**src/logic/rcl_regs.svh**
```systemverilog
// Register offsets, field positions, reset values and counts of the block
`ifndef RCL_REGS_SVH
`define RCL_REGS_SVH
`define RCL_CSR_OFF 12'h024
`define RCL_CFGR2_OFF 12'h02C
`define RCL_IRQ_STAT_OFF 12'h030
`define RCL_IRQ_MASK_OFF 12'h034
`define RCL_CSR_RST 32'h0C00_0000
`define RCL_FLAGS_POR 6'h03
`define RCL_FLAG_LSB 26
`define RCL_FLAG_CLR_BIT 24
`define RCL_RDY_BIT 1
`define RCL_LSI_EN_BIT 0
`define RCL_PREDIV_RST 4'h0
`define RCL_IRQ_RST 2'h0
`define RCL_LSI_STOP_TICKS 8'h03
`define RCL_CSR_RMASK 32'h02FF_FFFC
`endif

```
**src/logic/rcl_pkg.sv**
```systemverilog
// Types shared by the reset-cause and pre-divider block
package rcl_pkg;
  typedef enum logic [1:0] {
    LSI_OFF,
    LSI_START,
    LSI_ON,
    LSI_STOP
  } rcl_lsi_e;
  typedef logic [5:0] rcl_flags_t;
endpackage : rcl_pkg

```
**src/logic/rcl_top.sv**
```systemverilog
// Reset-cause flags, low-speed oscillator control and PLL pre-divider
`timescale 1ns/1ps
`include "rcl_regs.svh"
module rcl_top #(
  parameter int LSI_STARTUP_TICKS = 16
) (
  input wire logic core_clk_in,
  input wire logic rst_in,
  input wire logic por_in,
  input wire logic psel_in,
  input wire logic penable_in,
  input wire logic pwrite_in,
  input wire logic [11:0] paddr_in,
  input wire logic [31:0] pwdata_in,
  input wire logic [3:0] pstrb_in,
  output logic [31:0] prdata_out,
  output logic pready_out,
  output logic pslverr_out,
  input wire logic lowpower_reset_in,
  input wire logic window_watchdog_reset_in,
  input wire logic independent_watchdog_reset_in,
  input wire logic software_reset_in,
  input wire logic power_on_down_reset_in,
  input wire logic external_reset_pin_in,
  input wire logic lsi_tick_in,
  input wire logic pll_enabled_in,
  input wire logic cfg_bit17_wr_in,
  input wire logic cfg_bit17_val_in,
  input wire logic pll_ref_tick_in,
  output logic lsi_enable_out,
  output logic lsi_ready_out,
  output logic [3:0] prediv_out,
  output logic prediv_tick_out,
  output logic irq_out
);

  // ---------------------------------------------------------------
  // Helpers
  // ---------------------------------------------------------------
  function automatic logic hit(input logic [11:0] a, input logic [11:0] o);
    hit = (a[11:2] == o[11:2]);
  endfunction : hit

  function automatic logic [7:0] lane(input logic [31:0] d,
                                      input logic [1:0] n);
    lane = d[8*n +: 8];
  endfunction : lane

  logic sys_rst;
  logic setup;
  logic access;
  logic done;
  logic wr_go;
  logic rd_go;
  logic csr_hit;
  logic cfg_hit;
  logic stat_hit;
  logic mask_hit;
  logic mapped;
  logic [31:0] rd_mux;
  rcl_pkg::rcl_flags_t evt;
  rcl_pkg::rcl_flags_t flags_r;
  logic flag_removal_bit_r;
  logic lsi_en_r;
  logic lsi_ready_r;
  logic lsi_ready_q;
  rcl_pkg::rcl_lsi_e lsi_state_r;
  logic [7:0] lsi_cnt_r;
  logic [3:0] prediv_r;
  logic [3:0] div_cnt_r;
  logic prediv_tick_r;
  logic [1:0] irq_stat_r;
  logic [1:0] irq_mask_r;
  logic [1:0] irq_evt;
  logic irq_r;
  logic pready_r;
  logic pslverr_r;
  logic [31:0] prdata_r;
  logic last_csr_r;

  // Power reset is also a system reset
  assign sys_rst = rst_in | por_in;
  assign setup = psel_in & ~penable_in;
  assign access = psel_in & penable_in;
  assign done = access & pready_r;
  assign wr_go = done & pwrite_in;
  assign rd_go = done & ~pwrite_in;
  assign csr_hit = hit(paddr_in, `RCL_CSR_OFF);
  assign cfg_hit = hit(paddr_in, `RCL_CFGR2_OFF);
  assign stat_hit = hit(paddr_in, `RCL_IRQ_STAT_OFF);
  assign mask_hit = hit(paddr_in, `RCL_IRQ_MASK_OFF);
  assign mapped = csr_hit | cfg_hit | stat_hit | mask_hit;

  // ---------------------------------------------------------------
  // Reset-cause flags
  // ---------------------------------------------------------------
  assign evt = {lowpower_reset_in,
                window_watchdog_reset_in,
                independent_watchdog_reset_in,
                software_reset_in,
                power_on_down_reset_in,
                external_reset_pin_in};

  // Survive rst_in but not power reset; a new cause beats the removal clear
  always_ff @(posedge core_clk_in) begin
    if (por_in) begin
      flags_r <= `RCL_FLAGS_POR;
    end else if (flag_removal_bit_r) begin
      flags_r <= evt;
    end else begin
      flags_r <= flags_r | evt;
    end
  end

  always_ff @(posedge core_clk_in) begin
    if (sys_rst) begin
      flag_removal_bit_r <= 1'b0;
    end else if (wr_go && csr_hit && pstrb_in[3]) begin
      flag_removal_bit_r <= pwdata_in[`RCL_FLAG_CLR_BIT];
    end
  end

  // ---------------------------------------------------------------
  // Low-speed oscillator enable and ready
  // ---------------------------------------------------------------
  always_ff @(posedge core_clk_in) begin
    if (sys_rst) begin
      lsi_en_r <= 1'b0;
    end else if (wr_go && csr_hit && pstrb_in[0]) begin
      lsi_en_r <= pwdata_in[`RCL_LSI_EN_BIT];
    end
  end

  // Ready only moves on oscillator ticks; re-enable during stop keeps it
  always_ff @(posedge core_clk_in) begin
    if (sys_rst) begin
      lsi_state_r <= rcl_pkg::LSI_OFF;
      lsi_cnt_r <= 8'h00;
      lsi_ready_r <= 1'b0;
    end else begin
      case (lsi_state_r)
        rcl_pkg::LSI_OFF: begin
          lsi_cnt_r <= 8'h00;
          if (lsi_en_r) begin
            lsi_state_r <= rcl_pkg::LSI_START;
          end
        end
        rcl_pkg::LSI_START: begin
          if (!lsi_en_r) begin
            lsi_state_r <= rcl_pkg::LSI_OFF;
          end else if (lsi_tick_in) begin
            if (lsi_cnt_r >= 8'(LSI_STARTUP_TICKS - 1)) begin
              lsi_state_r <= rcl_pkg::LSI_ON;
              lsi_ready_r <= 1'b1;
              lsi_cnt_r <= 8'h00;
            end else begin
              lsi_cnt_r <= lsi_cnt_r + 8'h01;
            end
          end
        end
        rcl_pkg::LSI_ON: begin
          lsi_cnt_r <= 8'h00;
          if (!lsi_en_r) begin
            lsi_state_r <= rcl_pkg::LSI_STOP;
          end
        end
        rcl_pkg::LSI_STOP: begin
          if (lsi_en_r) begin
            lsi_state_r <= rcl_pkg::LSI_ON;
          end else if (lsi_tick_in) begin
            if (lsi_cnt_r == `RCL_LSI_STOP_TICKS - 8'h01) begin
              lsi_state_r <= rcl_pkg::LSI_OFF;
              lsi_ready_r <= 1'b0;
            end else begin
              lsi_cnt_r <= lsi_cnt_r + 8'h01;
            end
          end
        end
        default: begin
          lsi_state_r <= rcl_pkg::LSI_OFF;
          lsi_ready_r <= 1'b0;
        end
      endcase
    end
  end

  // ---------------------------------------------------------------
  // PLL input pre-divider
  // ---------------------------------------------------------------
  // Shared bit 0: a main-config write lands after a bus write
  always_ff @(posedge core_clk_in) begin
    if (sys_rst) begin
      prediv_r <= `RCL_PREDIV_RST;
    end else begin
      if (wr_go && cfg_hit && pstrb_in[0] && !pll_enabled_in) begin
        prediv_r <= pwdata_in[3:0];
      end
      if (cfg_bit17_wr_in && !pll_enabled_in) begin
        prediv_r[0] <= cfg_bit17_val_in;
      end
    end
  end

  always_ff @(posedge core_clk_in) begin
    if (sys_rst) begin
      div_cnt_r <= 4'h0;
      prediv_tick_r <= 1'b0;
    end else begin
      prediv_tick_r <= 1'b0;
      if (pll_ref_tick_in) begin
        if (div_cnt_r >= prediv_r) begin
          div_cnt_r <= 4'h0;
          prediv_tick_r <= 1'b1;
        end else begin
          div_cnt_r <= div_cnt_r + 4'h1;
        end
      end
    end
  end

  // ---------------------------------------------------------------
  // Interrupts: ready rise and ready fall
  // ---------------------------------------------------------------
  assign irq_evt = {lsi_ready_q & ~lsi_ready_r, lsi_ready_r & ~lsi_ready_q};

  always_ff @(posedge core_clk_in) begin
    if (sys_rst) begin
      lsi_ready_q <= 1'b0;
      irq_stat_r <= `RCL_IRQ_RST;
      irq_mask_r <= `RCL_IRQ_RST;
      irq_r <= 1'b0;
    end else begin
      lsi_ready_q <= lsi_ready_r;
      irq_r <= |(irq_stat_r & irq_mask_r);
      if (rd_go && stat_hit) begin
        // Clear only what the read reported, so no late event is lost
        irq_stat_r <= (irq_stat_r & ~prdata_r[1:0]) | irq_evt;
      end else begin
        irq_stat_r <= irq_stat_r | irq_evt;
      end
      if (wr_go && mask_hit && pstrb_in[0]) begin
        irq_mask_r <= pwdata_in[1:0];
      end
    end
  end

  // ---------------------------------------------------------------
  // APB slave
  // ---------------------------------------------------------------
  always_comb begin
    rd_mux = 32'h0000_0000;
    if (csr_hit) begin
      rd_mux[31:`RCL_FLAG_LSB] = flags_r;
      rd_mux[`RCL_FLAG_CLR_BIT] = flag_removal_bit_r;
      rd_mux[`RCL_RDY_BIT] = lsi_ready_r;
      rd_mux[`RCL_LSI_EN_BIT] = lsi_en_r;
    end else if (cfg_hit) begin
      rd_mux[3:0] = prediv_r;
    end else if (stat_hit) begin
      rd_mux[1:0] = irq_stat_r;
    end else if (mask_hit) begin
      rd_mux[1:0] = irq_mask_r;
    end
  end

  // Back-to-back status accesses take one wait state, others none
  always_ff @(posedge core_clk_in) begin
    if (sys_rst) begin
      pready_r <= 1'b0;
      pslverr_r <= 1'b0;
      prdata_r <= 32'h0000_0000;
    end else begin
      if (setup) begin
        pready_r <= ~(csr_hit & last_csr_r);
      end else if (access && !pready_r) begin
        pready_r <= 1'b1;
      end else begin
        pready_r <= 1'b0;
      end
      if (setup || (access && !pready_r)) begin
        prdata_r <= rd_mux;
        pslverr_r <= ~mapped;
      end else if (done) begin
        pslverr_r <= 1'b0;
      end
    end
  end

  always_ff @(posedge core_clk_in) begin
    if (sys_rst) begin
      last_csr_r <= 1'b0;
    end else if (done) begin
      last_csr_r <= csr_hit;
    end
  end

  assign prdata_out = prdata_r;
  assign pready_out = pready_r;
  assign pslverr_out = pslverr_r;
  assign lsi_enable_out = lsi_en_r;
  assign lsi_ready_out = lsi_ready_r;
  assign prediv_out = prediv_r;
  assign prediv_tick_out = prediv_tick_r;
  assign irq_out = irq_r;

  // Oscillator ticks counted apart from the state machine after a clear
  logic stop_armed_r;
  logic [7:0] stop_seen_r;

  always_ff @(posedge core_clk_in) begin
    if (sys_rst || lsi_en_r || !lsi_ready_r) begin
      stop_armed_r <= 1'b0;
      stop_seen_r <= 8'h00;
    end else begin
      stop_armed_r <= 1'b1;
      if (stop_armed_r && lsi_tick_in) begin
        stop_seen_r <= stop_seen_r + 8'h01;
      end
    end
  end
endmodule : rcl_top

```
**config.mk**
```make
export PLATFORM = sky130hd
export DESIGN_NAME = rcl_top
export DESIGN_NICKNAME = d
export VERILOG_FILES = /design/src/logic/rcl_pkg.sv /design/src/logic/rcl_top.sv
export VERILOG_INCLUDE_DIRS = /design/src /design/src/logic
export SDC_FILE = /design/constraint.sdc
export NUM_CORES = 1
export LEC_CHECK = 0
export ABC_CLOCK_PERIOD_IN_PS = 5620
export BUFFER_PORTS_ARGS = -buffer_cell sky130_fd_sc_hd__buf_2
export CAP_MARGIN = 20
export CORE_MARGIN = 5
export CORE_UTILIZATION = 39
export DETAILED_ROUTE_END_ITERATION = 10
export PLACE_DENSITY = 0.68
export SYNTH_ARGS = -nofsm -noshare
export SYNTH_HDL_FRONTEND = slang
export SYNTH_SLANG_ARGS = --single-unit
export TNS_END_PERCENT = 50
```
**constraint.sdc**
```tcl
create_clock -name core_clk_in -period 5.62 [get_ports core_clk_in]
set_input_delay 1.686 -clock core_clk_in [delete_from_list [all_inputs] [get_ports core_clk_in]]
set_output_delay 1.686 -clock core_clk_in [all_outputs]
set_load 0.02 [all_outputs]
```
==> Word level (Yosys, flattened, before mapping) <==
Cells that the tools add are included.
{ "totals": {"latchBits": 0, "mem_count": 0, "rom_bits": 0, "ram_bits": 0, "elab_cells": 133, "regBits": 48, "out_inout_bits": 42, "in_bits": 65} }
{ "classes": {"n_bitwise": 25, "muxes": 41, "magnitude_cmp": 2, "div": 0, "shift": 0, "eq_ne": 21, "addsub": 2, "n_reduce_logical": 24, "multipliers": 0} }
{ "ops": {"columns": ["cell", "count"], "rows": [
  ["two-way mux 8 bit", 6],
  ["== test 10 x 4 -> 1 bit, second input constant", 4],
  ["two-way mux 2 bit", 15],
  ["one-hot mux 8 bit (3 select lines)", 1],
  ["!= test 2 bit, second input constant", 9],
  ["two-way mux 1 bit", 14],
  ["two-way mux 6 bit", 2],
  ["!= test 3 bit, second input constant", 4],
  ["logical AND 1 bit", 11],
  ["adder 8 x 1 -> 8 bit, second input constant", 1],
  ["AND 1 bit", 8],
  ["== test 8 x 2 -> 1 bit, second input constant", 1],
  ["greater-or-equal comparator 8 x 4 -> 1 bit, second input constant", 1],
  ["one-hot mux 2 bit (4 select lines)", 1],
  ["NOT 1 bit", 7],
  ["AND reduction 7 bit", 1],
  ["OR 6 bit", 1],
  ["AND reduction 6 bit", 1],
  ["nonzero test 2 bit", 3],
  ["OR reduction 2 bit", 3],
  ["AND reduction 5 bit", 1],
  ["adder 4 x 1 -> 4 bit, second input constant", 1],
  ["AND 2 bit", 2],
  ["== test 2 bit, second input constant", 2],
  ["10 further kinds", 15]
]} }

==> Longest topological paths before layout <==
{ "logic_depth": {"depth_word": 8, "depth_mapped": 6, "depth_no_buf": 6} }

==> Worst setup path after synthesis <==
Ideal clock, no wire load.
{ "synth_timing": {"kind": "in2reg", "startpoint": "input port paddr_in[11]", "endpoint": "register prediv_r[0], in the netlist prediv_out[0]", "path_slack_ns": 2.508, "t_required_ns": 5.487, "setup_time_ns": 0.133, "path_stages": 4, "t_arrival_ns": 2.980, "n_path_buf": 0, "path_cell_list": "or4_4 nor4_4 nor3b_1 nor4_2"} }
{ "synth_between": {"elab_chain_len": 5} }
{ "synth_rtl": {"columns": ["item", "line_no", "rtl"], "rows": [
  ["start: declaration", "rcl_top.sv:13", "input wire logic [11:0] paddr_in,"],
  ["== test 10 x 4 -> 1 bit", "rcl_top.sv:41", "hit = (a[11:2] == o[11:2]);"],
  ["logical AND 1 bit (3 in a row)", "rcl_top.sv:195", "if (wr_go && cfg_hit && pstrb_in[0] && !pll_enabled_in) begin"],
  ["nonzero test 2 bit (no source line)", null, null],
  ["end signal: assignment", "rcl_top.sv:193", "prediv_r <= `RCL_PREDIV_RST;"],
  ["end signal: assignment", "rcl_top.sv:196", "prediv_r <= pwdata_in[3:0];"],
  ["end signal: assignment", "rcl_top.sv:199", "prediv_r[0] <= cfg_bit17_val_in;"],
  ["end: declaration", "rcl_top.sv:69", "logic [3:0] prediv_r;"]
]} }
No other way between the ends.
A chain may end at the register's enable or synchronous reset.

==> Worst setup path after layout <==
{ "layout_timing": {"startpoint": "input port paddr_in[11]", "endpoint": "register lsi_en_r, in the netlist lsi_enable_out"} }
{ "layout_between": {"elab_chain_len": 3} }
{ "layout_rtl": {"columns": ["item", "line_no", "rtl"], "rows": [
  ["== test 10 x 4 -> 1 bit", "rcl_top.sv:41", null],
  ["logical AND 1 bit (2 in a row)", "rcl_top.sv:129", "end else if (wr_go && csr_hit && pstrb_in[0]) begin"],
  ["end signal: assignment", "rcl_top.sv:130", "lsi_en_r <= pwdata_in[`RCL_LSI_EN_BIT];"],
  ["end: declaration", "rcl_top.sv:64", "logic lsi_en_r;"]
]} }
No other way between the ends.

==> results.md <==
- Outcome: completed
- Overflow after GRT: 0
- Non-Filler Instances: 418
- Placed insts: 410
- Distinct cells, synth: 53
- Post_cts resized: 0
- Layout cell share with drive strength beyond 1: 0.202
- Worst skew pair latency: 0.30 ns
- Lkg Pwr: 1.15 nW
- Worst slew pin tran: 1.06 ns
- Post-synthesis sequential area ratio: 0.386
- Initial DRC Count: 109
- Clock skew: 0.00994 ns
- Crit path capture type: flop
- Via density: 5.17
- # IOs: 107
- Crit-path max FO: 15
- Slew Limit Headroom: 0.296
- Final hold vios: 0
- DR vias: 2160
- Number of stages on the worst hold path: 2
- WP data arrival: 3.48 ns
- Setup CP Type: in -> reg
- Synthesized instance count: 291
- Max-Cap Viols: 0
- Synth Warn #: 0
- Hold Path Origin: prdata_out[24]
- Die X: 89.9 µm
- Core Rows: 29
- Met3 WL post-DR: 313 µm
- Layout net count: 412
- Core footprint: 0.00628 mm²
- Fmax achieved: 304 MHz
- EDFF count, synth: 0
- Routability cong.: 0.801
- CTS tree: yes
- CP Cell Sequence: buf_2 -> or4_4 -> nor4_4 -> a21oi_1 -> a41o_1
- Worst EP required: 5.81 ns
- Clock root cell: clkbuf_8
- CTS Sinks: 48
- Final Util: 0.454
- Hpwl dp: 4.37 mm
- Hold WS: 0.449 ns
- Buffers on Ports: 54
- Reg clk slew, reported paths: 0.08 ns
- Max-slew violation count: 0
- CP Launch Type: input port
- Max clock buf depth: 2
- TritonRoute pass-1 iters: 4
- Main synth FF type: dfxtp_1
- Power Total: 0.670 mW
- CP Depth: 5
- RSZ-0062 raised after global routing: false
- GR Util All Layers: 0.138
- Cts bufs inserted: 5
- Die area: 0.00807 mm²
- Ys async rst share: 0
- CP delay by family, top: simple AND/OR/NAND/NOR gates
- Antenna violations before repair: 0
- Ant. Diodes: 0
- Multi-input gate area in the final layout: 0.00134 mm²
- Hold_buf cts: 0
- Storage cell area: 961 µm²
- Metal2 WL: 2.92 mm
- WL/cell: 14.0 µm
- CP Launch Point: paddr_in[11]
- Syn_area_per_cell: 8.55 µm²
- Post-route ant nets: 0
- Fill count: 626
- Setup TNS: 0 ns
- DR DRC count: 0
- Area delta synth->final: 14.6%
- Worst Path Buf+Inv: 1
- Global-route wire length before repair: 9.54 mm
- Reg-to-reg critical path startpoint: div_cnt_r[0]
- Tmin final: 3.29 ns
- Most frequent cells in the layout: 54 x buf_2, 48 x dfxtp_1, 29 x a21oi_1
- Drt total wl: 5.84 mm
- Pwr dens: 235 mW/mm²
- Max VDD drop: 0.147 mV
- Die height: 89.9 µm
- Yosys reg bits: 48
- Tightest Hold Check Type: reg -> reg
- Max layer used: met4
- Initial Util: 0.396
- Slowest stage delay, CP: 0.64 ns
- Met1 Wirelength: 2.55 mm
- # setup viols final: 0
- CP max stage cell: nor4_4
- H-tree depth: 2
- Largest net degree at the start of global routing: 30
- Fin crit share: 0.586
- Reg2reg path depth: 6
- Vias in the first global route: 2109
- Number of setup buffers added after CTS: 0
- Post-Syn Area: 0.00249 mm²
- Commonest non-fill, non-tap cell in the layout: buf_2
[routing by layer]
layer | vias up | GRT usage
li1 | 1115 | -
met1 | 993 | 0.165
met2 | 48 | 0.245
met3 | 4 | 0.0317
met4 | 0 | 0.0397
met5 | - | 0
[report_power, final]
part	total [mW]	switching, mW	internal (mW)
Clock	0.269	0.112	0.157
Sequential	0.345	0.00220	0.343
Combinational	0.0558	0.0391	0.0167
[area by class of cell]
| class | instances | area share |
|---|---|---|
| tap | 77 | 0.0338 |
| clock inverter | 1 | 0.0105 |
| inverter | 15 | 0.0197 |
| clock buffer | 7 | 0.0338 |
| timing repair buffer | 54 | 0.0948 |
| multi-input combinational | 216 | 0.470 |
| sequential | 48 | 0.337 |
[synth_stat cells, drive strengths merged, types with 4 or more instances]
master  count  share of area
or3         4          0.010
inv        15          0.023
nand4       8          0.020
and3        8          0.020
nand3      15          0.030
dfxtp      48           0.39
mux2i       6          0.024
or4         4          0.014
ha          7          0.035
a211oi      5          0.015
nor2b       4          0.010
a21oi      29          0.058
nand2b      7          0.018
buf        24          0.070
o21ai       9          0.018
o211ai      4          0.012
nand2      24          0.036
a211o       6          0.021
nor4        5          0.027
nor2       14          0.021
clkbuf      8          0.012
[per-stage QoR]
stage	worst slack (ns)	area [µm²]
2_1_floorplan	2.51	2560
6_report	2.33	2850
3_3_place_gp	2.08	2730
3_5_place_dp	2.06	2730
5_1_grt	2.24	2850
4_1_cts	2.30	2850
[registers in the layout, indices dropped and copies added (netlist names), 2 cells and up, named ones only]
register / flops
div_cnt_r: 4
irq_mask_r: 2
lsi_cnt_r: 8
flags_r: 6
irq_stat_r: 2
prdata_out: 11
prediv_out: 4
[final timing paths]
path,to,slack [ns]
hold reg to reg,prdata_out[24],0.45
hold / removal,prdata_out[24],0.45
setup reg to reg,div_cnt_r[0],3.85
setup / recovery,lsi_enable_out,2.33
[tightest hold or removal path: stages (launching register included)]
cell and delay (ns):
dfxtp_1 0.31, nand2_1 0.05, a21oi_1 0.05
[kinds of logic (layout without fill, tap and decap cells)]
| logic type | Yosys count | in the layout | share of synthesized area |
|---|---|---|---|
| AND/OR/NAND/NOR | 106 | 106 | 0.248 |
| AO/OA/AOI/OAI | 71 | 71 | 0.183 |
| flip-flops | 48 | 48 | 0.386 |
| buffers and inverters | 47 | 77 | 0.105 |
| adder cells (fa/ha/maj) | 7 | 7 | 0.0352 |
| multiplexers | 6 | 6 | 0.0241 |
| XOR/XNOR | 5 | 5 | 0.0176 |
| other | 1 | 21 | 0.00151 |
No activity file was read; power rests on OpenSTA's default activity.
